$ cat src/rtl/bios_steer_pkg.sv
// constants and carrier types for legacy bios segment steering
package bios_steer_pkg;

    // configuration offsets of the three attribute registers
    localparam logic [7:0] ATTR_C8_CF_OFS = 8'h92;
    localparam logic [7:0] ATTR_D0_D7_OFS = 8'h93;
    localparam logic [7:0] ATTR_D8_DF_OFS = 8'h94;

    // register reset value and writable bits
    localparam logic [7:0] ATTR_RESET      = 8'h00;
    localparam logic [7:0] ATTR_WRITE_MASK = 8'h33;
    localparam logic [7:0] UNMAPPED_RDATA  = 8'h00;

    // field positions inside each attribute register
    localparam int LO_FIELD_LSB = 0;
    localparam int HI_FIELD_LSB = 4;
    localparam int FIELD_W      = 2;

    // attribute encodings; bit 0 sends reads to dram, bit 1 writes
    localparam logic [1:0] ATTR_HUB_ONLY   = 2'h0;
    localparam logic [1:0] ATTR_READ_DRAM  = 2'h1;
    localparam logic [1:0] ATTR_WRITE_DRAM = 2'h2;
    localparam logic [1:0] ATTR_ALL_DRAM   = 2'h3;
    localparam int         RD_DRAM_BIT     = 0;
    localparam int         WR_DRAM_BIT     = 1;

    // address layout: 16 KB segments, 256 KB legacy region
    localparam int          ADDR_W       = 32;
    localparam int          SEG_SHIFT    = 14;
    localparam int          SEG_NUM_W    = ADDR_W - SEG_SHIFT;
    localparam int          REGION_SHIFT = 18;
    localparam int          REGION_W     = ADDR_W - REGION_SHIFT;
    localparam logic [13:0] REGION_IDX   = 14'h0003;
    localparam logic [17:0] SEG_C8       = 18'h00032;
    localparam logic [17:0] SEG_CC       = 18'h00033;
    localparam logic [17:0] SEG_D0       = 18'h00034;
    localparam logic [17:0] SEG_D4       = 18'h00035;
    localparam logic [17:0] SEG_D8       = 18'h00036;
    localparam logic [17:0] SEG_DC       = 18'h00037;

    // segment codes reported with each routed cycle
    localparam logic [2:0] SEGCODE_NONE = 3'h0;
    localparam logic [2:0] SEGCODE_C8   = 3'h1;
    localparam logic [2:0] SEGCODE_CC   = 3'h2;
    localparam logic [2:0] SEGCODE_D0   = 3'h3;
    localparam logic [2:0] SEGCODE_D4   = 3'h4;
    localparam logic [2:0] SEGCODE_D8   = 3'h5;
    localparam logic [2:0] SEGCODE_DC   = 3'h6;

    // origin of a memory cycle
    typedef enum logic [2:0] {
        SRC_HOST = 3'b001,
        SRC_HUB  = 3'b010,
        SRC_GFX  = 3'b100
    } src_e;

    typedef struct packed {
        logic              valid;
        logic              write;
        src_e              src;
        logic [ADDR_W-1:0] addr;
    } cycle_s;

    typedef struct packed {
        logic       valid;
        logic       claimed;
        logic       to_dram;
        logic       to_hub;
        logic       write;
        logic [2:0] seg;
    } route_s;

    typedef struct packed {
        logic       rd;
        logic       wr;
        logic [7:0] addr;
        logic [7:0] wdata;
    } cfg_req_s;

endpackage

$ cat src/rtl/legacy_bios_region_steering.sv
// attribute decode and cycle steering for bios segments 0c8000h-0dffffh
`timescale 1ns/100ps

// Notes on behaviour
// - register at 92h covers 0c8000h-0cffffh; its upper field is nominally reserved
// - 92h bits 1:0 steer cycles to 0c8000-0cbfff
// - 93h bits 5:4 steer cycles to 0d4000-0d7fff
// - 93h bits 1:0 steer cycles to 0d0000-0d3fff
// - 94h bits 5:4 steer cycles to 0dc000-0dffff
// - 94h bits 1:0 steer cycles to 0d8000-0dbfff
// - field 00: all reads and writes go down the hub link
// - field 01: reads from dram, writes down the hub link
// - field 10: writes to dram, reads down the hub link
// - field 11: reads and writes both go to dram
// - in trusted execution lock mode all fields are read-only
// - hub link or graphics accesses to whole region go to dram
module legacy_bios_region_steering import bios_steer_pkg::*; (
    input  wire logic     clock_i,
    input  wire logic     sys_rst_i,
    input  wire cfg_req_s cfg_i,
    input  wire logic     trusted_execution_lock_mode_i,
    input  wire cycle_s   cyc_i,
    output route_s        route_o,
    output logic [7:0]    cfg_rdata_o,
    output logic          cfg_rvalid_o,
    output logic          peer_attr_fault_o
);

    // register instances
    logic [7:0] attr_c8_cf;
    logic [7:0] attr_d0_d7;
    logic [7:0] attr_d8_df;
    logic       sel_c8_cf;
    logic       sel_d0_d7;
    logic       sel_d8_df;

    segment_attr_reg #(
        .OFFSET (ATTR_C8_CF_OFS)
    ) u_attr_c8_cf (
        .clock_i   (clock_i),
        .sys_rst_i (sys_rst_i),
        .cfg_i     (cfg_i),
        .lock_i    (trusted_execution_lock_mode_i),
        .attr_o    (attr_c8_cf),
        .sel_o     (sel_c8_cf)
    );

    segment_attr_reg #(
        .OFFSET (ATTR_D0_D7_OFS)
    ) u_attr_d0_d7 (
        .clock_i   (clock_i),
        .sys_rst_i (sys_rst_i),
        .cfg_i     (cfg_i),
        .lock_i    (trusted_execution_lock_mode_i),
        .attr_o    (attr_d0_d7),
        .sel_o     (sel_d0_d7)
    );

    segment_attr_reg #(
        .OFFSET (ATTR_D8_DF_OFS)
    ) u_attr_d8_df (
        .clock_i   (clock_i),
        .sys_rst_i (sys_rst_i),
        .cfg_i     (cfg_i),
        .lock_i    (trusted_execution_lock_mode_i),
        .attr_o    (attr_d8_df),
        .sel_o     (sel_d8_df)
    );

    // per-segment fields
    logic [1:0] f_c8;
    logic [1:0] f_cc;
    logic [1:0] f_d0;
    logic [1:0] f_d4;
    logic [1:0] f_d8;
    logic [1:0] f_dc;

    assign f_c8 = attr_c8_cf[LO_FIELD_LSB +: FIELD_W];
    // upper field kept functional: encodings are listed for it
    assign f_cc = attr_c8_cf[HI_FIELD_LSB +: FIELD_W];
    assign f_d0 = attr_d0_d7[LO_FIELD_LSB +: FIELD_W];
    assign f_d4 = attr_d0_d7[HI_FIELD_LSB +: FIELD_W];
    assign f_d8 = attr_d8_df[LO_FIELD_LSB +: FIELD_W];
    assign f_dc = attr_d8_df[HI_FIELD_LSB +: FIELD_W];

    // address decode
    logic [SEG_NUM_W-1:0] seg_num;
    logic [REGION_W-1:0]  region_num;
    logic                 hit_c8;
    logic                 hit_cc;
    logic                 hit_d0;
    logic                 hit_d4;
    logic                 hit_d8;
    logic                 hit_dc;
    logic                 seg_hit;
    logic                 in_region;

    assign seg_num    = cyc_i.addr[ADDR_W-1:SEG_SHIFT];
    assign region_num = cyc_i.addr[ADDR_W-1:REGION_SHIFT];
    assign hit_c8     = (seg_num == SEG_C8);
    assign hit_cc     = (seg_num == SEG_CC);
    assign hit_d0     = (seg_num == SEG_D0);
    assign hit_d4     = (seg_num == SEG_D4);
    assign hit_d8     = (seg_num == SEG_D8);
    assign hit_dc     = (seg_num == SEG_DC);
    assign seg_hit    = hit_c8 | hit_cc | hit_d0 | hit_d4 | hit_d8 | hit_dc;
    assign in_region  = (region_num == REGION_IDX);

    logic [1:0] field_sel;
    logic [2:0] seg_code;

    assign field_sel = hit_c8 ? f_c8 :
                       hit_cc ? f_cc :
                       hit_d0 ? f_d0 :
                       hit_d4 ? f_d4 :
                       hit_d8 ? f_d8 :
                       hit_dc ? f_dc : ATTR_HUB_ONLY;

    assign seg_code  = hit_c8 ? SEGCODE_C8 :
                       hit_cc ? SEGCODE_CC :
                       hit_d0 ? SEGCODE_D0 :
                       hit_d4 ? SEGCODE_D4 :
                       hit_d8 ? SEGCODE_D8 :
                       hit_dc ? SEGCODE_DC : SEGCODE_NONE;

    // steering decision
    logic   is_host;
    logic   peer_hit;
    logic   host_hit;
    logic   dram_sel;
    logic   peer_fault;
    route_s route_r;
    route_s route_nxt;

    assign is_host  = (cyc_i.src == SRC_HOST);
    // peers bypass the attribute fields for the whole region
    assign peer_hit = cyc_i.valid && !is_host && in_region;
    // other segments of the region belong to neighbouring decoders
    assign host_hit = cyc_i.valid && is_host && seg_hit;
    // one bit per direction covers all four encodings
    assign dram_sel = cyc_i.write ? field_sel[WR_DRAM_BIT] : field_sel[RD_DRAM_BIT];

    // a peer access to a segment not fully in dram may hang the far side
    assign peer_fault = peer_hit && seg_hit && (field_sel != ATTR_ALL_DRAM);

    assign route_nxt.valid   = cyc_i.valid;
    assign route_nxt.claimed = peer_hit || host_hit;
    assign route_nxt.to_dram = peer_hit || (host_hit && dram_sel);
    assign route_nxt.to_hub  = host_hit && !dram_sel;
    assign route_nxt.write   = cyc_i.write;
    assign route_nxt.seg     = seg_code;

    // configuration read path
    logic [7:0] rdata_r;
    logic [7:0] rdata_nxt;
    logic       rvalid_r;
    logic [7:0] rd_mux;

    assign rd_mux = sel_c8_cf ? attr_c8_cf :
                    sel_d0_d7 ? attr_d0_d7 :
                    sel_d8_df ? attr_d8_df : UNMAPPED_RDATA;
    // reserved bits are held at zero inside each register
    assign rdata_nxt = cfg_i.rd ? rd_mux : rdata_r;

    logic fault_r;

    always_ff @(posedge clock_i) begin
        if (sys_rst_i) begin
            route_r  <= '0;
            rdata_r  <= 8'h00;
            rvalid_r <= 1'b0;
            fault_r  <= 1'b0;
        end else begin
            route_r  <= route_nxt;
            rdata_r  <= rdata_nxt;
            rvalid_r <= cfg_i.rd;
            fault_r  <= peer_fault;
        end
    end

    assign route_o           = route_r;
    assign cfg_rdata_o       = rdata_r;
    assign cfg_rvalid_o      = rvalid_r;
    assign peer_attr_fault_o = fault_r;

    // checks
    logic host_seg;

    assign host_seg = cyc_i.valid && is_host && seg_hit;
endmodule

$ cat src/rtl/segment_attr_reg.sv
// one lockable attribute register holding two segment fields
`timescale 1ns/100ps
module segment_attr_reg import bios_steer_pkg::*; #(
    parameter logic [7:0] OFFSET = ATTR_C8_CF_OFS
) (
    input  wire logic     clock_i,
    input  wire logic     sys_rst_i,
    input  wire cfg_req_s cfg_i,
    input  wire logic     lock_i,
    output logic [7:0]    attr_o,
    output logic          sel_o
);

    logic [7:0] attr_r;
    logic [7:0] attr_nxt;
    logic       wr_take;

    assign sel_o    = (cfg_i.addr == OFFSET);
    // lock mode turns every writable field read-only
    assign wr_take  = cfg_i.wr && sel_o && !lock_i;
    // reserved bits never take a written one
    assign attr_nxt = wr_take ? (cfg_i.wdata & ATTR_WRITE_MASK) : attr_r;
    assign attr_o   = attr_r;

    always_ff @(posedge clock_i) begin
        if (sys_rst_i) begin
            attr_r <= ATTR_RESET;
        end else begin
            attr_r <= attr_nxt;
        end
    end
endmodule

$ cat config.mk
export PLATFORM = sky130hd
export DESIGN_NAME = legacy_bios_region_steering
export DESIGN_NICKNAME = d
export VERILOG_FILES = /design/src/rtl/bios_steer_pkg.sv /design/src/rtl/legacy_bios_region_steering.sv /design/src/rtl/segment_attr_reg.sv
export SDC_FILE = /design/constraint.sdc
export NUM_CORES = 1
export LEC_CHECK = 0
export ABC_AREA = 1
export ABC_CLOCK_PERIOD_IN_PS = 1200
export BUFFER_PORTS_ARGS = -buffer_cell sky130_fd_sc_hd__buf_2
export CAP_MARGIN = 15
export CELL_PAD_IN_SITES_DETAIL_PLACEMENT = 1
export CELL_PAD_IN_SITES_GLOBAL_PLACEMENT = 1
export CORE_MARGIN = 2
export CORE_UTILIZATION = 30
export DETAILED_ROUTE_END_ITERATION = 7
export PLACE_DENSITY_LB_ADDON = 0.1
export SETUP_SLACK_MARGIN = 0.15
export SLEW_MARGIN = 30
export SYNTH_ARGS = -nofsm -noshare
export SYNTH_HDL_FRONTEND = slang
export SYNTH_SLANG_ARGS = --single-unit
export TNS_END_PERCENT = 10
$ cat constraint.sdc
create_clock -name clock_i -period 1.2 [get_ports clock_i]
set_input_delay 0.06 -clock clock_i [delete_from_list [all_inputs] [get_ports clock_i]]
set_output_delay 0.06 -clock clock_i [all_outputs]
set_load 0.02 [all_outputs]
==> results of run 1 <==
stage by stage:
step           total power [mW]  TNS [ns]  cell area [um^2]
6_report                   1.68         0              2140
3_3_place_gp               1.10     -1.34              1880
4_1_cts                    1.68         0              2000
5_1_grt                    1.76         0              2140
2_1_floorplan             0.985         0              1450
3_5_place_dp               1.10     -1.53              1880
cell usage in the layout (no fill, tap or decap), types with 6 or more instances in the layout:
master / netlist / routed
a21oi_1: 16 / 16
buf_2: 0 / 47
buf_4: 4 / 27
buf_6: 0 / 7
dfxtp_1: 26 / 25
inv_1: 28 / 27
nand2_1: 33 / 30
nand2_2: 4 / 7
nand4_1: 6 / 6
nor2_1: 19 / 12
nor2_2: 5 / 6
nor2_4: 1 / 7
o21ai_0: 14 / 13
routing by layer:
layer  vias up  wire (um)  track usage [%]
li1        795          -                -
met1       687       1760             18.9
met2        33       2160             29.3
met3         2        153             2.92
met4         0         19             2.47
met5         -          0                0
kinds of logic after synthesis:
logic type | after synthesis
other cells | 1
simple gates | 91
flops | 26
buf+inv | 40
compound gates | 38
state kept, by name, summed over array words and instances (netlist names):
name                 cells
route_o                  8
u_attr_d8_df.attr_o      4
u_attr_d0_d7.attr_o      4
cfg_rdata_o              4
peer_attr_fault_o        1
cfg_rvalid_o             1
u_attr_c8_cf.attr_o      4
cell type report:
| class | instances | area (um^2) |
|---|---|---|
| Fill cell | 577 | 2300 |
| Multi-Input combinational cell | 133 | 838 |
| Timing Repair Buffer | 82 | 532 |
| Clock buffer | 4 | 55.1 |
| Tap cell | 52 | 65.1 |
| Sequential cell | 26 | 522 |
| Inverter | 33 | 129 |
worst min path at each step:
stage	from	end	slack [ns]	cells past startpoint
4_1_cts	cyc_i[36]	route_o[7]$_SDFF_PP0_	0.04	3
2_1_floorplan	cyc_i[35]	route_o[3]$_SDFF_PP0_	0.20	2
6_report	cyc_i[36]	route_o[7]$_SDFF_PP0_	0.04	3
5_1_grt	cyc_i[35]	route_o[4]$_SDFF_PP0_	0.07	3
3_3_place_gp	cyc_i[36]	route_o[7]$_SDFF_PP0_	0.33	3
3_5_place_dp	cyc_i[36]	route_o[7]$_SDFF_PP0_	0.33	3
timing repair:
item                       CTS  global route
gates resized for setup      8            26
buffers inserted             4             4
setup endpoints to repair    3            16
pin swaps                    6            24
hold endpoints to repair     0             0
worst register-to-register path: cells and delay by family, from the launching register on:
kind / cells / cell delay (ns)
flip-flops: 1 / 0.33
AO/OA/AOI/OAI: 1 / 0.13
AND/OR/NAND/NOR: 6 / 0.41
buffers and inverters: 1 / 0.07
power breakdown:
part | leakage [nW] | switching (mW) | internal [mW]
Clock | 0.0288 | 0.275 | 0.293
Sequential | 0.211 | 0.00122 | 0.868
Combinational | 0.762 | 0.132 | 0.112
Total | 1.00 | 0.408 | 1.27
==> impl_metrics.toml, run 1 <==
[outcome]
status = "completed"

[timing]
setup_slack_ns = 0.0985
finalSetupViolCount = 0
fin_crit_sh_pct = 91.8
rsz0062_at_grt = "yes"
fin_crit_ns = 1.10
finalMaxSlewViolations = 0
finalHoldViolCount = 0
fmax_mhz = 908
hold_ws_ns = 0.0394
clock_skew_ns = 0.00299

[yosys]
ys_types = 31
avgSynthCellArea_um2 = 7.18
synthAdderAreaFrac_pct = 0
synth_edf_count = 0
syn_area_um2 = 1410
dominantRegCellSynth = "dfxtp_1"
netlist_instances = 196
yosysMostFrequentCell = "nand2_1"
ys_seq_area_share_pct = 37.0
synth_seq_cells = 26
synthMuxAreaShare_pct = 0
async_flop_share_pct = 0
synth_commonest_cells = "nand2_1 (33), inv_1 (28), dfxtp_1 (26)"
synth-compound-area-share_pct = 16.1
synth-xor-area-share_pct = 0
synth_area_leader_cell = "dfxtp_1"
synth_area_leaders = "dfxtp_1 (37%), nand2_1 (8.8%), inv_1 (7.5%)"
synth-simple-area-share_pct = 34.1
yosysWarnings = 0
synth_top_area_share_pct = 37.0
synth_top_family_by_area = "simple AND/OR/NAND/NOR gates"

[final_layout]
layout.cells.non_filler = 330
postLayoutCoreUtil_pct = 48.2
drive_above_1_share_pct = 46.0
area_delta_synth_final_pct = 52.2
fin_nets = 337
antenna_cells = 0

[cts]
cts_htree_levels = 1
tritoncts = "done"
clk_pin_slew_ns = 0.09
cts_root_buffer = "clkbuf_8"
insertion_delay_ns = 0.27
hold_buffers = 0
numCtsBuffers = 3
clock-sinks = 26
clockBufferDepth = 2

[place]
io_buffers = 53
routabilityCongestion = 0.748
pre_cts_ws_ns = -0.187
dp.cells = 318
hpwl_um = 3120

[worst_setup_path]
crit_family = "simple AND/OR/NAND/NOR gates"
r2r-start = "u_attr_d0_d7.attr_o[4]$_SDFFE_PP0P_"
cp_max_fo = 6
crit_path_top_delay_cell = "nor2_4"
crit_buf_inv = 2
worst_setup_path_start_kind = "input pin"
worstSetupStartpoint = "cyc_i[23]"
cp.required_ns = 1.41
worst_path_most_repeated_cell = "nor2_4"
cp-end-kind = "register"
worst-path-stages = 9
max_stage_delay_ns = 0.22
rrSetupSlack_ns = 0.15
crit_end = "route_o[4]$_SDFF_PP0_"
path_class = "input pin to register"
rr_endpoint = "route_o[5]$_SDFF_PP0_"
ff2ff_path_depth = 8
crit_chain = "buf_2 -> nor2_4 -> nand2_2 -> nor2_4 -> buf_6 -> o2111ai_4 -> nand4_1 -> and3_4 -> a21boi_2"
arrival_ns = 1.31

[power_and_ir_drop]
irDropWorstVdd_mv = 0.549
cellPowerDensity_nw_per_um2 = 785
p_leak_nw = 1.00

[die]
rows = 24
die_y_um = 72.5
dieArea_um2 = 5250
core_um2 = 4440
boundaryPins = 76
initial_core_util_pct = 31.6
die_x_um = 72.5

[drt]
via_per_inst = 4.60
drt_wl_total_um = 4090
dr.pass1.iters = 4
wl_per_cell_um = 12.4
ant_nets = 0
routed-via-count = 1517
detail_route.drc_violations = 0
drtIter0Drc = 40

[grt]
grt_pass1_wl_um = 6480
gr-total-overflow = 0
grt_pass1_vias = 1465
grt.total_usage_pct = 15.7
grt_max_degree = 15
antenna_found_initial = 0

[job]
cap_violations = 0

[min_path]
min_path_type = "input pin to register"
Power figures use the tool's default switching activity.
==> inputs of run 2 (changes only) <==
- CORE_MARGIN: 2 -> unset
- MAX_ROUTING_LAYER: unset -> met4
==> run 2 against run 1 <==
The flow now finishes with violations (DRC). Via count increased by 0.40%. Non-clock buffer count unchanged. Worst setup slack improved by 0.054 ns. Count of clock-buffer cells in the layout decreased by 1. Sequential power about the same. Cell area increased by 0.47%. Clock power increased by 29%. First-iteration DRC count increased by 5.0%.
==> impl_metrics.toml, run 2 (synthesis gave the netlist of run 1 again) <==
[final_layout]
fin_nets = 337
largest_reg_flops = 8
final_common_cell = "buf_2"
layout_common_cells = "buf_2 (47), nand2_1 (30), inv_1 (27), buf_4 (27), dfxtp_1 (25)"
finalInstanceArea_um2 = 2150
area_delta_synth_final_pct = 52.9
drive_above_1_share_pct = 46.0
n_fill_cell = 569
layout.cells.non_filler = 330
antenna_cells = 0

[cts]
numCtsBuffers = 3
clk_pin_slew_ns = 0.10
insertion_delay_ns = 0.27
clock-sinks = 26
hold_buffers = 0
cts_root_buffer = "clkbuf_8"
tritoncts = "done"
clockBufferDepth = 2
cts_htree_levels = 1

[drt]
drt_wl_total_um = 3900
drtIter0Drc = 42
via_per_inst = 4.62
wl_per_cell_um = 11.8
detail_route.drc_violations = 10
routed-via-count = 1523
dr.pass1.iters = 6
ant_nets = 0

[timing]
fin_crit_sh_pct = 87.3
clock_skew_ns = 0.00510
finalMaxSlewViolations = 0
setup_tns_ns = 0
fin_crit_ns = 1.05
finalSetupViolCount = 0
finalHoldViolCount = 0
fmax_mhz = 955
rsz0062_at_grt = "yes"

[grt]
antenna_found_initial = 0
grt_max_degree = 16
gr-total-overflow = 0
grt_pass1_wl_um = 6820
grt_pass1_vias = 1560
grt.total_usage_pct = 17.5

[power_and_ir_drop]
irDropWorstVdd_mv = 0.535
combPwrFrac_pct = 13.5
seqPwrFrac_pct = 46.9
switchingPower_mw = 0.421
cellPowerDensity_nw_per_um2 = 861
power_mw = 1.85
p_leak_nw = 1.01
intPower_mw = 1.43
p_clk_share_pct = 39.6
p_sw_share_pct = 22.7

[die]
die_x_um = 70.5
initial_core_util_pct = 31.6
core_um2 = 4440
dieArea_um2 = 4970
rows = 24
boundaryPins = 76
die_y_um = 70.5

[worst_setup_path]
worstSetupStartpoint = "cyc_i[26]"
cp.required_ns = 1.38
worst_setup_path_start_kind = "input pin"
cp_max_fo = 4
path_class = "input pin to register"
r2r-start = "u_attr_d0_d7.attr_o[4]$_SDFFE_PP0P_"
cp-end-kind = "register"
arrival_ns = 1.23

[place]
routabilityCongestion = 0.778
place_area_um2 = 1910
hpwl_um = 3150
dp.cells = 322
io_buffers = 53

[outcome]
status = "finished with violations"
violations = "DRC"

[min_path]
min_path_type = "input pin to register"
hp-start = "cyc_i[36]"

[job]
cap_violations = 0
## run 2: final timing paths
check | to | slack [ns] | cells after the start
min | route_o[7]$_SDFF_PP0_ | 0.03 | 3
min reg2reg | cfg_rdata_o[0]$_SDFFE_PP0P_ | 0.47 | 2
max | peer_attr_fault_o$_SDFF_PP0_ | 0.15 | 12
max reg2reg | route_o[5]$_SDFF_PP0_ | 0.15 | 8
## run 2: worst max-delay path, cell delays in order
cell     delay, ns
buf_6         0.09
nor2_4        0.09
nand2_2       0.07
nor2_4        0.21
buf_6         0.15
nand3_4       0.09
nor2_1        0.11
nor2_1        0.06
nand3_2       0.07
nand2_2       0.06
nor2_1        0.11
nor2_1        0.05
## run 2: area by class of cell
| type | count | area (um^2) | area share [%] |
|---|---|---|---|
| well taps | 52 | 65.1 | 3.03 |
| repair buffers | 82 | 528 | 24.5 |
| clock buffers | 3 | 41.3 | 1.92 |
| inverters | 33 | 130 | 6.05 |
| clock inverters | 1 | 30.0 | 1.40 |
| multi-input cells | 133 | 835 | 38.8 |
| flip-flops and latches | 26 | 522 | 24.3 |
## run 2: routing by layer
metal,GRT usage [%],wire length [um],vias up
met4,2.04,19,0
li1,-,-,796
met3,2.60,130,2
met5,-,0,-
met1,20.0,1720,696
met2,32.9,2030,29
## run 2: per-stage QoR
stage / setup slack (ns) / utilization [%] / hold WS [ns]
finish: 0.153 / 48.4 / 0.0313
global route: 0.0357 / 48.4 / 0.0561
CTS: 0.134 / 44.9 / 0.0262
detailed placement: -0.179 / 43.1 / 0.330
global placement: -0.165 / 43.1 / 0.335
floorplan: 0.103 / - / 0.195
## run 2: timing repair
action,in CTS,in global routing
pin swaps,0,23
setup buffers,1,3
hold endpoints to repair,0,0
endpoints found under the setup margin,3,19
resized for setup,3,30
## run 2: power groups by stage
stage                     Sequential [mW]  Combinational [mW]  Clock (mW)
after floorplan                     0.897              0.0883           0
after global placement              0.889               0.210           0
after detailed placement            0.889               0.213           0
after CTS                           0.869               0.214       0.761
after global routing                0.870               0.277       0.782
final                               0.869               0.250       0.733
==> inputs of run 3 (changes only) <==
- REMOVE_ABC_BUFFERS: unset -> 1
==> run 3 against run 2 <==
Count of clock-buffer cells in the layout is 1 higher. Critical endpoint is now route_o[5]$_SDFF_PP0_. Utilization is 0.25 points higher. Worst setup slack worse by 0.13 ns. First-iteration DRC count is 7.1% higher. The flow still finishes with violations (DRC). Sequential share of layout area is 0.13 points lower. Via count is 2.9% higher. Final cell count stayed put. Register-to-register slack hardly changed. Largest cell class unchanged. Hold slack better by 0.0061 ns. Wire length is 5.2% higher. Flip-flop and latch count stayed put. Critical path depth is 2 higher.
==> impl_metrics.toml, run 3 (synthesis gave the netlist of run 1 again) <==
[timing]
setup_tns_ns = 0
fin_crit_ns = 1.17
finalHoldViolCount = 0
fin_crit_sh_pct = 97.9
finalSetupViolCount = 0
clock_skew_ns = 0.000879
rsz0062_at_grt = "yes"
fmax_mhz = 851
finalMaxSlewViolations = 0

[place]
io_buffers = 53
place_area_um2 = 1870
dp.cells = 318
routabilityCongestion = 0.755
hpwl_um = 3120

[drt]
routed-via-count = 1567
wl_per_cell_um = 12.4
dr.pass1.iters = 8
drtIter0Drc = 45
via_per_inst = 4.75
ant_nets = 0
detail_route.drc_violations = 7
drt_wl_total_um = 4110

[die]
initial_core_util_pct = 31.6
die_y_um = 70.5
core_um2 = 4440
dieArea_um2 = 4970
boundaryPins = 76
die_x_um = 70.5
rows = 24

[grt]
grt_max_degree = 15
grt.total_usage_pct = 17.5
antenna_found_initial = 0
gr-total-overflow = 0
grt_pass1_vias = 1524
grt_pass1_wl_um = 6740

[cts]
clk_pin_slew_ns = 0.09
hold_buffers = 0
insertion_delay_ns = 0.27
tritoncts = "done"
numCtsBuffers = 3
clock-sinks = 26
clockBufferDepth = 2
cts_htree_levels = 1
cts_root_buffer = "clkbuf_8"

[outcome]
status = "finished with violations"
violations = "DRC"

[worst_setup_path]
worst_setup_path_start_kind = "input pin"
crit_family = "simple AND/OR/NAND/NOR gates"
arrival_ns = 1.35
cp-end-kind = "register"
cp.required_ns = 1.37
worst_path_most_repeated_cell = "nand2_2"
crit_buf_inv = 3
crit_chain = "buf_6 -> nor2_2 -> nand2_2 -> nor2_4 -> buf_6 -> nand4_4 -> inv_4 -> nor2_2 -> nand2_1 -> nand3_2 -> nand2_2 -> nand2_2 -> nand3_2 -> nand2_1"
path_class = "input pin to register"
max_stage_delay_ns = 0.15
cp_max_fo = 4
crit_path_top_delay_cell = "buf_6"

[final_layout]
layout_common_cells = "buf_2 (49), nand2_1 (29), inv_1 (27), dfxtp_1 (25), buf_4 (25)"
finalInstanceArea_um2 = 2160
drive_above_1_share_pct = 47.1
largest_reg_flops = 8
layout.cells.non_filler = 330
postLayoutCoreUtil_pct = 48.6
fin_nets = 337
final_common_cell = "buf_2"
area_delta_synth_final_pct = 53.7
antenna_cells = 0

[power_and_ir_drop]
p_leak_nw = 1.01
cellPowerDensity_nw_per_um2 = 770
irDropWorstVdd_mv = 0.462

[min_path]
min_path_type = "input pin to register"

[job]
cap_violations = 0
==> run 3: worst paths after layout <==
kind	endpoint	cells past startpoint	slack (ns)	startpoint
worst min-delay path	route_o[7]$_SDFF_PP0_	3	0.04	cyc_i[36]
worst min register to register	cfg_rdata_o[5]$_SDFFE_PP0P_	2	0.47	cfg_rdata_o[5]$_SDFFE_PP0P_
worst max register to register	route_o[5]$_SDFF_PP0_	8	0.16	u_attr_c8_cf.attr_o[5]$_SDFFE_PP0P_
worst max-delay path	route_o[5]$_SDFF_PP0_	14	0.03	cyc_i[28]
==> run 3: worst register-to-register path, cell delays in order (launching register included) <==
cell and delay, ns:
dfxtp_1 0.31, inv_1 0.10, nor2_1 0.06, nor2_1 0.11
nand3_2 0.09, nand2_2 0.09, nand2_2 0.07, nand3_2 0.07
nand2_1 0.05
==> run 3: report_power, final <==
group          total, mW  internal [mW]  switching [mW]
Sequential         0.869          0.868         0.00129
Clock              0.562          0.293           0.268
Combinational      0.234          0.104           0.130
==> run 3: stage by stage <==
stage / setup slack [ns] / hold WS, ns / total power [mW]
after detailed placement: -0.174 / 0.320 / 1.09
after floorplan: -0.0412 / 0.129 / 0.967
final: 0.0252 / 0.0373 / 1.66
after CTS: 0.148 / 0.0270 / 1.67
after global routing: -0.0780 / 0.0626 / 1.74
after global placement: -0.164 / 0.317 / 1.09
==> run 3: repair_timing <==
| action | 4_1_cts | 5_1_grt |
|---|---|---|
| gates cloned | 1 | 0 |
| buffers inserted | 6 | 1 |
| gates resized for setup | 20 | 20 |
| hold endpoints to repair | 0 | 0 |
| pin swaps | 10 | 13 |
| setup endpoints to repair | 3 | 15 |
==> run 3: per-layer routing <==
metal	vias up	global-route usage, %	share of wire, %	routed length (um)
met5	-	-	0	0
met4	0	4.08	0.71	29
met3	4	3.32	4.0	163
met2	32	31.1	52	2120
met1	727	20.4	44	1800
li1	804	-	-	-
==> run 3: layout make-up <==
class	count	area (um^2)
clock buffers	4	55.1
fillers	579	2280
inverters	33	130
multi-input cells	133	838
flip-flops and latches	26	522
well taps	52	65.1
repair buffers	82	552
